<file path="src/dpm_defines.svh">
// Constants for the DiffServ priority map: register indices, byte addresses, field layout, reset values.
// Assumes APB with 32-bit data; each byte-wide register sits in the low byte of one aligned word.
// Summary of operation
// RULE_01: Each IP frame's priority is the 2-bit field picked by bits 7 to 2 of its TOS or traffic-class byte.
// RULE_02: Register 0x63 gives code 0x0C from bits 1-0, code 0x0D from bits 3-2 and code 0x0E from bits 5-4.
// RULE_03: Register 0x64 maps codes 0x10 to 0x13, lowest code in bits 1-0 up to the highest in bits 7-6.
// RULE_04: Register 0x65 maps codes 0x14 to 0x17 in ascending pairs from the least significant pair.
// RULE_05: Register 0x66 maps codes 0x18 to 0x1B in ascending pairs from the least significant pair.
// RULE_06: Register 0x67 maps codes 0x1C to 0x1F in ascending pairs from the least significant pair.
// RULE_07: Register 0x68 maps codes 0x20 to 0x23 in ascending pairs from the least significant pair.
// RULE_08: Register 0x69 maps codes 0x24 to 0x27 in ascending pairs from the least significant pair.
// RULE_09: Register 0x6A gives code 0x29 from bits 3-2, code 0x2A from bits 5-4 and code 0x2B from bits 7-6.
// RULE_10: Every priority field is software readable and writable and resets to binary 00.
// RULE_11: All 64 codes are fully decoded, each to a field of its own, 128 bits in all.
// RULE_12: The lookup takes one pipeline stage and uses the field contents current when the frame is classified.
`ifndef DPM_DEFINES_SVH
`define DPM_DEFINES_SVH

// Register indices; byte address is four times the index
`define DPM_IDX_CODES_00_03 10'h060
`define DPM_IDX_CODES_04_07 10'h061
`define DPM_IDX_CODES_08_0B 10'h062
`define DPM_IDX_CODES_0C_0F 10'h063
`define DPM_IDX_CODES_10_13 10'h064
`define DPM_IDX_CODES_14_17 10'h065
`define DPM_IDX_CODES_18_1B 10'h066
`define DPM_IDX_CODES_1C_1F 10'h067
`define DPM_IDX_CODES_20_23 10'h068
`define DPM_IDX_CODES_24_27 10'h069
`define DPM_IDX_CODES_28_2B 10'h06a
`define DPM_IDX_CODES_2C_2F 10'h06b
`define DPM_IDX_CODES_30_33 10'h06c
`define DPM_IDX_CODES_34_37 10'h06d
`define DPM_IDX_CODES_38_3B 10'h06e
`define DPM_IDX_CODES_3C_3F 10'h06f
`define DPM_IDX_FIRST `DPM_IDX_CODES_00_03
`define DPM_IDX_LAST `DPM_IDX_CODES_3C_3F
`define DPM_NUM_REGS 16
`define DPM_REG_W 8

// APB address layout
`define DPM_ADDR_W 12
`define DPM_ADDR_IDX_LSB 2
`define DPM_IDX_W 10

// Field layout
`define DPM_TOS_CODE_MSB 7
`define DPM_TOS_CODE_LSB 2
`define DPM_CODE_W 6
`define DPM_PRIO_W 2
`define DPM_FIELDS_PER_REG 4
`define DPM_NUM_CODES 64

// Reset values
`define DPM_REG_RST 8'h00
`define DPM_PRIO_RST 2'h0

`endif

</file>
<file path="src/dpm_pkg.sv">
// Types shared by the DiffServ priority map.
// Assumes dpm_defines.svh for widths.
`include "dpm_defines.svh"

package dpm_pkg;

  typedef enum logic [1:0] {
    DPM_ST_IDLE = 2'b01,
    DPM_ST_ACCESS = 2'b10
  } dpm_apb_state_t;

  typedef logic [`DPM_CODE_W-1:0] dpm_code_t;
  typedef logic [`DPM_PRIO_W-1:0] dpm_prio_t;
  typedef logic [`DPM_REG_W-1:0] dpm_reg_t;

endpackage
</file>
<file path="src/dpm_map.sv">
// DiffServ priority map: 16 byte-wide registers of 2-bit priorities behind an APB slave,
// plus a one-stage lookup from a frame's TOS byte to its priority.
// Assumes the frame parser presents tos_valid only for IP frames, synchronous to pclk.
//
// Our own choice: the APB slave port.
`timescale 1ns/10ps
`include "dpm_defines.svh"

module dpm_map
  import dpm_pkg::*;
(
  input wire logic pclk,
  input wire logic presetn,
  input wire logic psel,
  input wire logic penable,
  input wire logic pwrite,
  input wire logic [`DPM_ADDR_W-1:0] paddr,
  input wire logic [31:0] pwdata,
  input wire logic [3:0] pstrb,
  output logic [31:0] prdata,
  output logic pready,
  output logic pslverr,
  input wire logic tos_valid,
  input wire logic [7:0] tos_byte,
  output logic prio_valid,
  output logic [`DPM_PRIO_W-1:0] prio,
  output logic [`DPM_CODE_W-1:0] prio_code
);

  dpm_apb_state_t state_q;
  dpm_apb_state_t state_d;
  dpm_reg_t map_q [`DPM_NUM_REGS];
  dpm_reg_t map_d [`DPM_NUM_REGS];
  logic [31:0] prdata_q;
  logic [31:0] prdata_d;
  logic pready_q;
  logic pready_d;
  logic pslverr_q;
  logic pslverr_d;
  logic prio_valid_q;
  logic prio_valid_d;
  dpm_prio_t prio_q;
  dpm_prio_t prio_d;
  dpm_code_t prio_code_q;
  dpm_code_t prio_code_d;
  logic setup;
  logic access;
  logic wr_done;
  logic [3:0] acc_slot;
  logic acc_hit;
  logic [`DPM_NUM_REGS-1:0] wr_sel;
  dpm_reg_t rd_byte;
  dpm_code_t frm_code;
  logic [`DPM_NUM_CODES-1:0] code_hit;
  dpm_prio_t code_field [`DPM_NUM_CODES];
  dpm_prio_t frm_prio;
  // Whole map as one vector, two bits per code, code 0 in the lowest pair
  logic [`DPM_PRIO_W*`DPM_NUM_CODES-1:0] prio_set;

  // Named views of the sixteen map registers
  dpm_reg_t diffserv_prio_codes_00_03;
  dpm_reg_t diffserv_prio_codes_04_07;
  dpm_reg_t diffserv_prio_codes_08_0b;
  dpm_reg_t diffserv_prio_codes_0c_0f;
  dpm_reg_t diffserv_prio_codes_10_13;
  dpm_reg_t diffserv_prio_codes_14_17;
  dpm_reg_t diffserv_prio_codes_18_1b;
  dpm_reg_t diffserv_prio_codes_1c_1f;
  dpm_reg_t diffserv_prio_codes_20_23;
  dpm_reg_t diffserv_prio_codes_24_27;
  dpm_reg_t diffserv_prio_codes_28_2b;
  dpm_reg_t diffserv_prio_codes_2c_2f;
  dpm_reg_t diffserv_prio_codes_30_33;
  dpm_reg_t diffserv_prio_codes_34_37;
  dpm_reg_t diffserv_prio_codes_38_3b;
  dpm_reg_t diffserv_prio_codes_3c_3f;

  // Register slot of a byte address, and whether the address maps at all
  function automatic logic [3:0] slot_of(input logic [`DPM_ADDR_W-1:0] a);
    logic [`DPM_IDX_W-1:0] idx;
    idx = a[`DPM_ADDR_W-1:`DPM_ADDR_IDX_LSB];
    slot_of = idx[3:0];
  endfunction

  function automatic logic maps(input logic [`DPM_ADDR_W-1:0] a);
    logic [`DPM_IDX_W-1:0] idx;
    idx = a[`DPM_ADDR_W-1:`DPM_ADDR_IDX_LSB];
    maps = (a[1:0] == 2'h0) && (idx >= `DPM_IDX_FIRST) && (idx <= `DPM_IDX_LAST); // RULE_11
  endfunction

  assign setup = psel && !penable;
  assign acc_slot = slot_of(paddr);
  assign acc_hit = maps(paddr);
  assign access = (state_q == DPM_ST_ACCESS);
  // Write lands only at the completing access edge
  assign wr_done = psel && penable && pwrite && access && acc_hit && pstrb[0];

  assign diffserv_prio_codes_00_03 = map_q[0];
  assign diffserv_prio_codes_04_07 = map_q[1];
  assign diffserv_prio_codes_08_0b = map_q[2];
  assign diffserv_prio_codes_0c_0f = map_q[3];
  assign diffserv_prio_codes_10_13 = map_q[4];
  assign diffserv_prio_codes_14_17 = map_q[5];
  assign diffserv_prio_codes_18_1b = map_q[6];
  assign diffserv_prio_codes_1c_1f = map_q[7];
  assign diffserv_prio_codes_20_23 = map_q[8];
  assign diffserv_prio_codes_24_27 = map_q[9];
  assign diffserv_prio_codes_28_2b = map_q[10];
  assign diffserv_prio_codes_2c_2f = map_q[11];
  assign diffserv_prio_codes_30_33 = map_q[12];
  assign diffserv_prio_codes_34_37 = map_q[13];
  assign diffserv_prio_codes_38_3b = map_q[14];
  assign diffserv_prio_codes_3c_3f = map_q[15];

  // Read mux over the named registers; all sixteen slots exist, so no default
  always_comb begin
    rd_byte = `DPM_REG_RST;
    unique case (acc_slot)
      4'h0: begin
        rd_byte = diffserv_prio_codes_00_03;
      end
      4'h1: begin
        rd_byte = diffserv_prio_codes_04_07;
      end
      4'h2: begin
        rd_byte = diffserv_prio_codes_08_0b;
      end
      4'h3: begin
        rd_byte = diffserv_prio_codes_0c_0f;
      end
      4'h4: begin
        rd_byte = diffserv_prio_codes_10_13;
      end
      4'h5: begin
        rd_byte = diffserv_prio_codes_14_17;
      end
      4'h6: begin
        rd_byte = diffserv_prio_codes_18_1b;
      end
      4'h7: begin
        rd_byte = diffserv_prio_codes_1c_1f;
      end
      4'h8: begin
        rd_byte = diffserv_prio_codes_20_23;
      end
      4'h9: begin
        rd_byte = diffserv_prio_codes_24_27;
      end
      4'ha: begin
        rd_byte = diffserv_prio_codes_28_2b;
      end
      4'hb: begin
        rd_byte = diffserv_prio_codes_2c_2f;
      end
      4'hc: begin
        rd_byte = diffserv_prio_codes_30_33;
      end
      4'hd: begin
        rd_byte = diffserv_prio_codes_34_37;
      end
      4'he: begin
        rd_byte = diffserv_prio_codes_38_3b;
      end
      4'hf: begin
        rd_byte = diffserv_prio_codes_3c_3f;
      end
    endcase
  end

  // Byte order follows the register order, so code c sits at bits 2c+1:2c
  assign prio_set = {
    diffserv_prio_codes_3c_3f,
    diffserv_prio_codes_38_3b,
    diffserv_prio_codes_34_37,
    diffserv_prio_codes_30_33,
    diffserv_prio_codes_2c_2f,
    diffserv_prio_codes_28_2b,
    diffserv_prio_codes_24_27,
    diffserv_prio_codes_20_23,
    diffserv_prio_codes_1c_1f,
    diffserv_prio_codes_18_1b,
    diffserv_prio_codes_14_17,
    diffserv_prio_codes_10_13,
    diffserv_prio_codes_0c_0f,
    diffserv_prio_codes_08_0b,
    diffserv_prio_codes_04_07,
    diffserv_prio_codes_00_03
  };

  // APB phase tracking; every access completes with no wait state
  always_comb begin
    state_d = state_q;
    unique case (state_q)
      DPM_ST_IDLE: begin
        if (setup) begin
          state_d = DPM_ST_ACCESS;
        end
      end
      DPM_ST_ACCESS: begin
        if (!setup) begin
          state_d = DPM_ST_IDLE;
        end
      end
    endcase
  end

  always_ff @(posedge pclk or negedge presetn) begin
    if (!presetn) begin
      state_q <= DPM_ST_IDLE;
    end else begin
      state_q <= state_d;
    end
  end

  // Answer prepared during setup so the outputs come straight from flops
  always_comb begin
    pready_d = setup;
    pslverr_d = setup && !acc_hit; // RULE_11
    // Reads see the byte in the low lane, upper bits zero
    prdata_d = 32'h0000_0000;
    if (setup && !pwrite && acc_hit) begin
      prdata_d = {24'h00_0000, rd_byte}; // RULE_10
    end
  end

  always_ff @(posedge pclk or negedge presetn) begin
    if (!presetn) begin
      pready_q <= 1'b0;
    end else begin
      pready_q <= pready_d;
    end
  end

  always_ff @(posedge pclk or negedge presetn) begin
    if (!presetn) begin
      pslverr_q <= 1'b0;
    end else begin
      pslverr_q <= pslverr_d;
    end
  end

  always_ff @(posedge pclk or negedge presetn) begin
    if (!presetn) begin
      prdata_q <= 32'h0000_0000;
    end else begin
      prdata_q <= prdata_d;
    end
  end

  // One byte-wide register per group of four codes; fields ascend from bit 0
  genvar g;
  generate
    for (g = 0; g < `DPM_NUM_REGS; g++) begin : gen_map
      assign wr_sel[g] = wr_done && (acc_slot == 4'(g));
      // A write with the low byte strobe clear leaves the register alone
      assign map_d[g] = wr_sel[g] ? pwdata[`DPM_REG_W-1:0] : map_q[g]; // RULE_02 RULE_03 RULE_04 RULE_05 RULE_06 RULE_07 RULE_08 RULE_09
      always_ff @(posedge pclk or negedge presetn) begin
        if (!presetn) begin
          map_q[g] <= `DPM_REG_RST; // RULE_10
        end else begin
          map_q[g] <= map_d[g];
        end
      end
    end
  endgenerate

  assign frm_code = tos_byte[`DPM_TOS_CODE_MSB:`DPM_TOS_CODE_LSB]; // RULE_01

  // Fully decoded: each code has its own select line into the priority set
  genvar c;
  generate
    for (c = 0; c < `DPM_NUM_CODES; c++) begin : gen_code
      assign code_hit[c] = (frm_code == dpm_code_t'(c)); // RULE_11
      assign code_field[c] = prio_set[`DPM_PRIO_W*c +: `DPM_PRIO_W];
    end
  endgenerate

  // Only one select is ever high, so an OR of the gated fields is the lookup
  always_comb begin
    frm_prio = `DPM_PRIO_RST;
    for (int k = 0; k < `DPM_NUM_CODES; k++) begin
      if (code_hit[k]) begin
        frm_prio = frm_prio | code_field[k];
      end
    end
  end

  // Lookup reads the contents before any write in the same cycle, so a write affects later frames only
  always_comb begin
    prio_valid_d = tos_valid; // RULE_12
    prio_d = prio_q;
    prio_code_d = prio_code_q;
    if (tos_valid) begin
      prio_d = frm_prio; // RULE_01 RULE_11 RULE_12
      prio_code_d = frm_code;
    end
  end

  always_ff @(posedge pclk or negedge presetn) begin
    if (!presetn) begin
      prio_valid_q <= 1'b0;
    end else begin
      prio_valid_q <= prio_valid_d;
    end
  end

  always_ff @(posedge pclk or negedge presetn) begin
    if (!presetn) begin
      prio_q <= `DPM_PRIO_RST;
    end else begin
      prio_q <= prio_d;
    end
  end

  always_ff @(posedge pclk or negedge presetn) begin
    if (!presetn) begin
      prio_code_q <= '0;
    end else begin
      prio_code_q <= prio_code_d;
    end
  end

  assign prdata = prdata_q;
  assign pready = pready_q;
  assign pslverr = pslverr_q;
  assign prio_valid = prio_valid_q;
  assign prio = prio_q;
  assign prio_code = prio_code_q;

endmodule

</file>
<file path="config.mk">
export PLATFORM = sky130hd
export DESIGN_NAME = dpm_map
export DESIGN_NICKNAME = d
export VERILOG_FILES = /design/src/dpm_pkg.sv /design/src/dpm_map.sv
export VERILOG_INCLUDE_DIRS = /design/src
export SDC_FILE = /design/constraint.sdc
export NUM_CORES = 1
export LEC_CHECK = 0
export ABC_AREA = 1
export BUFFER_PORTS_ARGS = -buffer_cell sky130_fd_sc_hd__buf_2
export CORE_MARGIN = 1.5
export CORE_UTILIZATION = 35
export CTS_BUF_LIST = sky130_fd_sc_hd__clkbuf_8
export CTS_CLUSTER_DIAMETER = 150
export DETAILED_ROUTE_END_ITERATION = 8
export MAX_ROUTING_LAYER = met4
export PLACE_DENSITY = 0.64
export SYNTH_ARGS = -nofsm -noshare
export SYNTH_HDL_FRONTEND = slang
export SYNTH_SLANG_ARGS = --single-unit
export TNS_END_PERCENT = 5
</file>
<file path="constraint.sdc">
create_clock -name pclk -period 3.13 [get_ports pclk]
set_input_delay 0.313 -clock pclk [delete_from_list [all_inputs] [get_ports pclk]]
set_output_delay 0.313 -clock pclk [all_outputs]
set_load 0.05 [all_outputs]
</file>
==> results of run 1 <==
-- Yosys cell counts --
cell / instances
nor2_2: 3
nor4_1: 1
a221oi_1: 4
nand4_1: 21
o21ai_1: 65
buf_2: 1
nor2_1: 115
nor4_4: 1
nor3_1: 4
clkinv_1: 11
a21oi_1: 12
o21ai_0: 56
o21ai_2: 15
a211oi_1: 2
buf_6: 16
nand2_1: 365
buf_4: 24
inv_1: 42
nand3_1: 105
a22o_1: 15
or2_4: 1
and2_2: 1
dfstp_2: 1
dfrtp_1: 148
clkbuf_1: 20
nand2_4: 10
buf_12: 1
conb_1: 1
nor3b_4: 1
-- layout make-up --
| type | count | area (um^2) | area share (%) |
|---|---|---|---|
| Antenna cell | 2 | 5.00 | 0.0564 |
| Clock inverter | 11 | 125 | 1.41 |
| Inverter | 53 | 199 | 2.24 |
| Tap cell | 285 | 357 | 4.02 |
| Clock buffer | 20 | 275 | 3.10 |
| Sequential cell | 149 | 3730 | 42.0 |
| Multi-Input combinational cell | 821 | 3740 | 42.2 |
| Timing Repair Buffer | 73 | 444 | 5.00 |
-- worst min-delay path: cells and delay by family --
| family | cells | cell delay [ns] |
|---|---|---|
| buf+inv | 2 | 0.14 |
| simple gates | 1 | 0.05 |
-- metal layers --
metal | GRT usage, % | vias to the layer above | wire length [um]
li1 | - | 3549 | -
met1 | 36.4 | 3523 | 13500
met2 | 43.7 | 394 | 14400
met3 | 5.97 | 78 | 2600
met4 | 13.4 | 0 | 1490
met5 | - | - | 0
-- worst min path at each step --
stage | endpoint | depth (start not counted) | from
6_report | pready$_DFF_PN0_ | 3 | psel
5_1_grt | pready$_DFF_PN0_ | 3 | psel
4_1_cts | pready$_DFF_PN0_ | 3 | psel
3_5_place_dp | diffserv_prio_codes_2c_2f[4]$_DFFE_PN0P_ | 1 | presetn
3_3_place_gp | diffserv_prio_codes_20_23[5]$_DFFE_PN0P_ | 1 | presetn
2_1_floorplan | diffserv_prio_codes_00_03[0]$_DFFE_PN0P_ | 0 | presetn
-- where the power goes --
part / switching, mW / leakage [nW] / internal, mW
clock network: 0.775 / 0.207 / 0.770
registers: 0.00978 / 2.05 / 1.95
logic: 0.334 / 2.29 / 0.0657
-- logic make-up after synthesis --
group                  share of synthesized area, %
other                                        0.0466
and+or+nand+nor                                33.2
AOI/OAI and AO/OA                              12.2
buffers and inverters                          8.20
DFF                                            46.4
-- flip-flops by register name, summed over array words and instances, names as in the netlist --
name and flops:
prio 2, diffserv_prio_codes_30_33 8, pslverr 1, diffserv_prio_codes_04_07 8
diffserv_prio_codes_28_2b 8, diffserv_prio_codes_3c_3f 8, diffserv_prio_codes_24_27 8, diffserv_prio_codes_38_3b 8
prio_valid 1, state_q 2, diffserv_prio_codes_14_17 8, diffserv_prio_codes_2c_2f 8
diffserv_prio_codes_20_23 8, prio_code 6, diffserv_prio_codes_0c_0f 8, diffserv_prio_codes_34_37 8
diffserv_prio_codes_1c_1f 8, diffserv_prio_codes_08_0b 8, prdata 8, pready 1
diffserv_prio_codes_00_03 8, diffserv_prio_codes_18_1b 8, diffserv_prio_codes_10_13 8
-- metrics by stage --
stage / total power [mW] / util [%] / hold WS [ns] / worst slack, ns / instance area [um^2]
3_3_place_gp: 2.40 / 37.5 / 0.364 / 0.746 / 8450
2_1_floorplan: 2.25 / - / 0.0174 / 1.32 / 8130
4_1_cts: 3.94 / 39.3 / 0.0489 / 1.10 / 8870
6_report: 3.91 / 39.3 / 0.0791 / 1.03 / 8880
5_1_grt: 4.05 / 39.3 / 0.0933 / 0.852 / 8880
3_5_place_dp: 2.40 / 37.5 / 0.369 / 0.724 / 8450
-- placed cells by master (no fill, tap or decap), types with 2 or more instances in the layout --
master / count
nor2_1: 114
nand2_4: 10
nor3_1: 4
o21ai_1: 65
o21ai_2: 15
a22o_1: 15
bufinv_16: 2
a211oi_1: 2
dfrtp_1: 148
diode_2: 2
clkinv_1: 11
a221oi_1: 4
o21ai_0: 56
dlygate4sd3_1: 2
conb_1: 24
buf_4: 19
clkinv_2: 2
inv_6: 2
inv_1: 43
clkinv_4: 3
buf_2: 50
nor2_2: 4
clkbuf_8: 20
nand3_1: 105
nand4_1: 21
a21oi_1: 12
nand2_1: 365
-- what timing repair did --
action	4_1_cts	5_1_grt
endpoints found under the setup margin	0	0
endpoints found under the hold margin	68	0
hold buffers	2	0
==> impl_metrics.csv, run 1 <==
group,metric,value,unit
status,outcome,"finished clean",
worst_setup_path,reg2reg_from,"state_q[0]$_DFFE_PN1P_",
timing,max-slew-margin-rel,38.0,%
timing,grt_setup_unrepaired,"false",
detailed_routing,ant_nets,0,
timing,setup-violations-final,0,
global_routing,antenna_found_initial,2,
flow_run,cap_violations,0,
place,port_buffers,51,
place,dpl.cell_count,1379,
cts,cts_tree,"done",
detailed_routing,wl,32100,um
detailed_routing,num_vias,7544,
synth,syn_inst,1062,
floorplan,die_area,23900,um^2
cts,ctsResizeCount,0,
floorplan,die-width,155,um
detailed_routing,detail_route.vias_per_cell,5.34,
timing,finalSetupTns,0,ns
cts,ctsHtreeMaxLevel,4,
worst_setup_path,path_buf_inv,3,
worst_setup_path,path_class,"in2reg",
synth,yosys-top-cells-area,"dfrtp_1 46%, nand2_1 17%, nand3_1 6.5%, nor2_1 5.4%, o21ai_1 4.0%",
final_layout,nFillCells,2405,
cts,root_buffer,"clkbuf_8",
power,leakagePower,4.54,nW
worst_setup_path,endpoint_kind,"flop",
timing,tightest_slew,0.929,ns
worst_setup_path,r2r_cells,7,
cts,insertion_delay,0.47,ns
global_routing,grt_use_total,28.6,%
global_routing,overflow,0,
worst_setup_path,crit_cells,8,
final_layout,layout-drive-gt1-share,12.0,%
detailed_routing,drcViolationCount,0,
final_layout,finalNonFillerCells,1414,
floorplan,core.rowCount,55,
floorplan,ioPinCount,105,
worst_setup_path,crit_end,"diffserv_prio_codes_38_3b[0]$_DFFE_PN0P_",
floorplan,core_area,22600,um^2
worst_setup_path,arrival,2.41,ns
synth,synth_seq_cells,149,
power,p_per_area,440,nW/um^2
worst_setup_path,critPathLaunchType,"input port",
power,irDropWorstVdd,0.000181,V
worst_setup_path,cp_slowest_cell,"dlygate4sd3_1",
global_routing,grt_pass1_vias,7132,
worst_setup_path,slowest_delay,0.53,ns
synth,yosysTopAreaCell,"dfrtp_1",
timing,fmax,477,MHz
worst_setup_path,crit_chain,"dlygate4sd3_1, buf_2, nand4_1, nor3b_4, buf_4, nand2_1, nand2_1, o21ai_0",
synth,ys_warn_count,0,
global_routing,grt_max_degree,71,
floorplan,die_y,155,um
timing,fin_crit_sh,67.0,%
place,gp_congestion,1.01,
final_layout,synthToLayoutAreaGrowth,10.4,%
cts,numCtsBuffers,17,
worst_setup_path,r2r_end,"diffserv_prio_codes_38_3b[0]$_DFFE_PN0P_",
synth,yosysTopAreaCellShare,46.0,%
detailed_routing,detailedRoute.firstPassIterationCount,8,
detailed_routing,drtIter0Drc,865,
cts,clock_sinks,149,
synth,avgSynthCellArea,7.57,um^2
cts,post-cts-setup-buffers,0,
timing,hold_violations,0,
global_routing,grt_pass1_wl,47300,um
cts,cts_buffer_depth,2,
worst_setup_path,critPathMostFrequentCell,"nand2_1",
worst_setup_path,crit_family,"buffers and inverters",
final_layout,finalNetCount,1177,
cts,path_clk_slew,0.08,ns
worst_setup_path,r2r_slack,1.12,ns
synth,syn_area,8040,um^2
timing,clock_skew,0.0111,ns
detailed_routing,avgRoutedWirePerCell,22.7,um
worst_setup_path,crit_required,3.45,ns
synth,synth_cell_types,29,
place,dp_hpwl,23700,um
timing,final_max_slew_viol_count,0,
timing,period_needed,2.10,ns
floorplan,initial_utilization,35.6,%
worst_setup_path,crit_start,"penable",
min_path,hp-class,"in2reg",
synth,ys_seq_area_share,46.4,%
worst_setup_path,crit_fanout,16,
Note: power is estimated with default switching activity, not from simulation.
==> inputs of run 2 (changes only) <==
Clock period 3.13 ns to 1.99 ns, I/O delays scaled along.
==> run 2 against run 1 <==
Compared with the run above:
- core utilization rose by 2.3 points
- global-route usage rose by 0.48 points
- non-clock buffer count is 60 higher
- setup slack worse by 0.83 ns
- register-to-register slack lost 0.74 ns
- sequential share of layout area decreased by 2.3 points
- clock skew grew 0.0087 ns
- flip-flop and latch count unchanged
- final area is 5.8% higher
- highest routed layer unchanged
- power increased by 61%
- worst hold slack worse by 0.038 ns
==> impl_metrics.csv, run 2 (same netlist as run 1, synthesis figures left out) <==
group,metric,value,unit
global_routing,grt_max_degree,68,
cts,post-cts-setup-buffers,0,
floorplan,ioPinCount,105,
worst_setup_path,cp_slowest_cell,"dlygate4sd3_1",
floorplan,core.rowCount,55,
global_routing,antenna_found_initial,0,
timing,final_max_slew_viol_count,0,
cts,insertion_delay,0.47,ns
power,irDropWorstVdd,0.000291,V
detailed_routing,ant_nets,0,
final_layout,layout-drive-gt1-share,16.4,%
global_routing,grt_pass1_wl,48800,um
timing,fin_crit_sh,89.9,%
place,gp_congestion,1.02,
worst_setup_path,crit_family,"buffers and inverters",
worst_setup_path,crit_required,2.33,ns
detailed_routing,detailedRoute.firstPassIterationCount,6,
final_layout,synthToLayoutAreaGrowth,16.8,%
timing,max-slew-margin-rel,25.4,%
final_layout,finalNonFillerCells,1474,
place,dp_hpwl,24500,um
worst_setup_path,critPathLaunchType,"input port",
min_path,hp-class,"in2reg",
final_layout,postLayoutCoreUtil,41.6,%
place,dp_slack,-0.0666,ns
detailed_routing,wl,32700,um
floorplan,die-width,155,um
place,dpl.cell_count,1436,
detailed_routing,drtIter0Drc,882,
detailed_routing,met1_length,14200,um
status,outcome,"finished clean",
global_routing,grt_pass1_vias,7500,
cts,root_buffer,"clkbuf_8",
final_layout,final_cell_mix,"364 x nand2_1, 148 x dfrtp_1, 114 x nor2_1",
timing,setup-violations-final,0,
power,p_total,6.28,mW
timing,hold_violations,0,
final_layout,finalNetCount,1237,
detailed_routing,met3_length,2770,um
power,leakagePower,4.84,nW
timing,period_needed,1.79,ns
worst_setup_path,endpoint_kind,"flop",
timing,setup_slack,0.201,ns
floorplan,core_area,22600,um^2
floorplan,die_area,23900,um^2
final_layout,layout_commonest_cell,"nand2_1",
power,p_per_area,669,nW/um^2
timing,tightest_slew,1.12,ns
floorplan,die_y,155,um
detailed_routing,avgRoutedWirePerCell,22.2,um
cts,path_clk_slew,0.08,ns
timing,grt_setup_unrepaired,"false",
detailed_routing,detail_route.vias_per_cell,5.34,
place,port_buffers,51,
timing,fmax,559,MHz
cts,clock_sinks,149,
worst_setup_path,arrival,2.13,ns
detailed_routing,drcViolationCount,0,
worst_setup_path,path_buf_inv,4,
worst_setup_path,slowest_delay,0.53,ns
timing,clock_skew,0.0198,ns
worst_setup_path,crit_fanout,16,
cts,numCtsBuffers,17,
cts,cts_tree,"done",
flow_run,cap_violations,0,
detailed_routing,routed.top_layer,"met4",
worst_setup_path,path_class,"in2reg",
global_routing,grt_use_total,29.1,%
cts,cts_buffer_depth,2,
detailed_routing,num_vias,7865,
floorplan,initial_utilization,35.6,%
global_routing,overflow,0,
detailed_routing,wl_met2,14800,um
worst_setup_path,crit_chain,"dlygate4sd3_1, buf_2, nor4_4, nor3b_4, buf_12, buf_4, nand2_4, nand2_1, o21ai_1",
cts,ctsHtreeMaxLevel,4,
run 2: worst paths after layout:
| check | slack (ns) | endpoint | depth (start not counted) | from |
|---|---|---|---|---|
| max | 0.20 | diffserv_prio_codes_28_2b[6]$_DFFE_PN0P_ | 9 | paddr[1] |
| min | 0.04 | prio_code[5]$_DFFE_PN0P_ | 3 | tos_byte[7] |
| max reg2reg | 0.38 | diffserv_prio_codes_28_2b[6]$_DFFE_PN0P_ | 8 | state_q[0]$_DFFE_PN1P_ |
| min reg2reg | 0.50 | state_q[0]$_DFFE_PN1P_ | 3 | state_q[1]$_DFFE_PN0P_ |
| max in group asynchronous | 1.08 | diffserv_prio_codes_08_0b[5]$_DFFE_PN0P_ | 3 | presetn |
| min in group asynchronous | 0.22 | diffserv_prio_codes_2c_2f[5]$_DFFE_PN0P_ | 2 | presetn |
run 2: routing by layer:
metal	vias to the layer above	global-route usage, %
li1	3666	-
met1	3720	38.5
met2	419	44.3
met3	60	5.94
met4	0	10.1
met5	-	-
run 2: cell type report:
| cell class | count | area (um^2) |
|---|---|---|
| multi-input cells | 821 | 3750 |
| inverters | 53 | 199 |
| diodes | 1 | 2.50 |
| well taps | 285 | 357 |
| clock inverters | 13 | 146 |
| fillers | 2377 | 13200 |
| clock buffers | 19 | 262 |
| repair buffers | 133 | 952 |
| flip-flops and latches | 149 | 3730 |
run 2: worst min-delay path, cell delays in order:
cell,delay [ns]
buf_2,0.13
inv_1,0.08
a21oi_1,0.06
run 2: power breakdown:
group          internal (mW)  leakage [nW]  switching, mW
combinational          0.162          2.59          0.547
sequential              3.07          2.05         0.0158
clock                   1.20         0.203           1.29
run 2: metrics by stage:
stage / TNS [ns] / hold WS (ns) / area (um^2)
floorplan: 0 / -0.0966 / 8130
global placement: -0.221 / 0.150 / 8930
detailed placement: -0.341 / 0.148 / 8930
CTS: 0 / 0.0233 / 9390
global route: 0 / 0.0273 / 9390
finish: 0 / 0.0411 / 9390
run 2: what timing repair did:
action / in CTS / in global routing
resized for setup: 0 / 1
endpoints found under the hold margin: 40 / 0
hold buffers: 5 / 0
endpoints found under the setup margin: 0 / 8
==> inputs of run 3 (changes only) <==
Settings changed: PLACE_DENSITY 0.64 to 0.6.
==> run 3 against run 2 <==
Compared with the run above:
- non-clock buffer count shrank 11
- flip-flop and latch count unchanged
- critical path depth fell by 1
- via count down 0.45%
- register-to-register slack worse by 0.09 ns
- setup slack lost 0.13 ns
- clock-buffer cell count shrank 2
- worst hold slack worse by 0.0089 ns
- critical endpoint is now diffserv_prio_codes_0c_0f[2]$_DFFE_PN0P_
- largest cell class unchanged
- highest routed layer unchanged
==> impl_metrics.csv, run 3 (same netlist as run 1, synthesis figures left out) <==
group,metric,value,unit
final_layout,finalNetCount,1226,
floorplan,die_y,155,um
global_routing,met3_usage,5.44,%
power,clkPwrFrac,36.7,%
floorplan,initial_utilization,35.6,%
floorplan,die_area,23900,um^2
cts,cts_tree,"done",
detailed_routing,detailedRoute.firstPassIterationCount,5,
global_routing,overflow,0,
place,dp_hpwl,24700,um
cts,insertion_delay,0.47,ns
power,power_frac_seq,51.7,%
detailed_routing,num_vias,7830,
flow_run,cap_violations,0,
cts,cts_buffer_depth,2,
detailed_routing,wl,32500,um
timing,tightest_slew,1.06,ns
worst_setup_path,critPathLaunchType,"input port",
timing,final_max_slew_viol_count,0,
global_routing,antenna_found_initial,0,
final_layout,diodes,0,
final_layout,final_cell_mix,"364 x nand2_1, 148 x dfrtp_1, 114 x nor2_1",
power,leakagePower,4.78,nW
worst_setup_path,crit_required,2.32,ns
final_layout,final_area,9280,um^2
timing,period_needed,1.92,ns
global_routing,grt_max_degree,49,
global_routing,grt_pass1_wl,48400,um
min_path,hp-class,"in2reg",
cts,root_buffer,"clkbuf_8",
power,p_per_area,643,nW/um^2
detailed_routing,detail_route.vias_per_cell,5.36,
status,outcome,"finished clean",
worst_setup_path,reg2reg_from,"state_q[0]$_DFFE_PN1P_",
place,gp_congestion,1.11,
power,p_sw,1.85,mW
detailed_routing,drcViolationCount,0,
place,dp_slack,-0.104,ns
global_routing,grt_use_total,29.0,%
timing,hold_violations,0,
global_routing,met2_usage,43.2,%
global_routing,grt_busiest_layer,"met2",
global_routing,grt_pass1_vias,7439,
floorplan,ioPinCount,105,
detailed_routing,drtIter0Drc,898,
timing,fmax,521,MHz
place,placed_area,8870,um^2
final_layout,multi_input_area,3750,um^2
floorplan,core_area,22600,um^2
worst_setup_path,arrival,2.25,ns
power,p_int,4.12,mW
min_path,holdCritStartpoint,"tos_byte[6]",
worst_setup_path,crit_start,"paddr[1]",
final_layout,layout-drive-gt1-share,15.5,%
timing,setup-violations-final,0,
power,switching_share,31.0,%
cts,numCtsBuffers,17,
floorplan,die-width,155,um
final_layout,seq_area,3730,um^2
timing,clock_skew,0.0221,ns
power,pwr-share-comb,11.6,%
cts,ctsHtreeMaxLevel,4,
timing,fin_crit_sh,96.4,%
worst_setup_path,path_class,"in2reg",
timing,setup_slack,0.0714,ns
detailed_routing,avgRoutedWirePerCell,22.2,um
timing,max-slew-margin-rel,29.0,%
final_layout,postLayoutCoreUtil,41.1,%
cts,clock_sinks,149,
detailed_routing,ant_nets,0,
final_layout,layout_commonest_cell,"nand2_1",
floorplan,core.rowCount,55,
power,irDropWorstVdd,0.000312,V
worst_setup_path,endpoint_kind,"flop",
final_layout,nFillCells,2389,
place,port_buffers,51,
final_layout,synthToLayoutAreaGrowth,15.4,%
worst_setup_path,crit_fanout,16,
global_routing,gr-usage-met1,38.7,%
timing,grt_setup_unrepaired,"true",
cts,path_clk_slew,0.09,ns
-- run 3: cell type report --
type                       count  share of cell area (%)
tap                          285                    3.84
multi-input combinational    821                    40.4
timing repair buffer         122                    9.66
clock inverter                15                    1.29
inverter                      53                    2.14
clock buffer                  17                    2.52
sequential                   149                    40.2
-- run 3: critical path, stage by stage --
cell and delay [ns]:
dlygate4sd3_1 0.54, buf_2 0.14, nor4_4 0.31, nor3b_4 0.28, buf_12 0.21, nand2_1 0.32, nand2_1 0.15, o21ai_0 0.09
-- run 3: power by group through the flow --
stage               Clock, mW  Sequential [mW]  Combinational [mW]
finish                   2.19             3.08               0.693
detailed placement          0             3.15               0.682
CTS                      2.25             3.09               0.691
global placement            0             3.14               0.680
global route             2.37             3.09               0.742
floorplan                   0             3.20               0.339
-- run 3: per-stage QoR --
step	hold WS, ns	TNS (ns)	power [mW]	instances
after CTS	0.00577	0	6.03	1462
after floorplan	-0.0966	0	3.54	1085
after global placement	0.125	-0.417	3.82	1424
final	0.0322	0	5.97	1462
after detailed placement	0.127	-0.515	3.83	1424
after global routing	0.0503	-0.318	6.21	1462
-- run 3: worst paths after layout --
| check | endpoint | slack, ns | cells after the start |
|---|---|---|---|
| setup / recovery | diffserv_prio_codes_0c_0f[2]$_DFFE_PN0P_ | 0.07 | 8 |
| hold / removal | prio_code[4]$_DFFE_PN0P_ | 0.03 | 3 |
| setup reg to reg | diffserv_prio_codes_0c_0f[2]$_DFFE_PN0P_ | 0.29 | 7 |
| hold reg to reg | state_q[0]$_DFFE_PN1P_ | 0.49 | 3 |
| max in group asynchronous | state_q[0]$_DFFE_PN1P_ | 1.15 | 3 |
| min in group asynchronous | diffserv_prio_codes_1c_1f[4]$_DFFE_PN0P_ | 0.20 | 2 |
-- run 3: what timing repair did --
item,4_1_cts,5_1_grt
hold buffers,6,0
buffers inserted,0,0
setup endpoints to repair,0,19
hold endpoints to repair,120,0
resized for setup,0,1
-- run 3: per-layer routing --
layer	part of all wire (%)	vias up
met1	44	3735
met4	4.2	0
met2	45	382
met3	7.3	70
met5	0	-
li1	-	3643
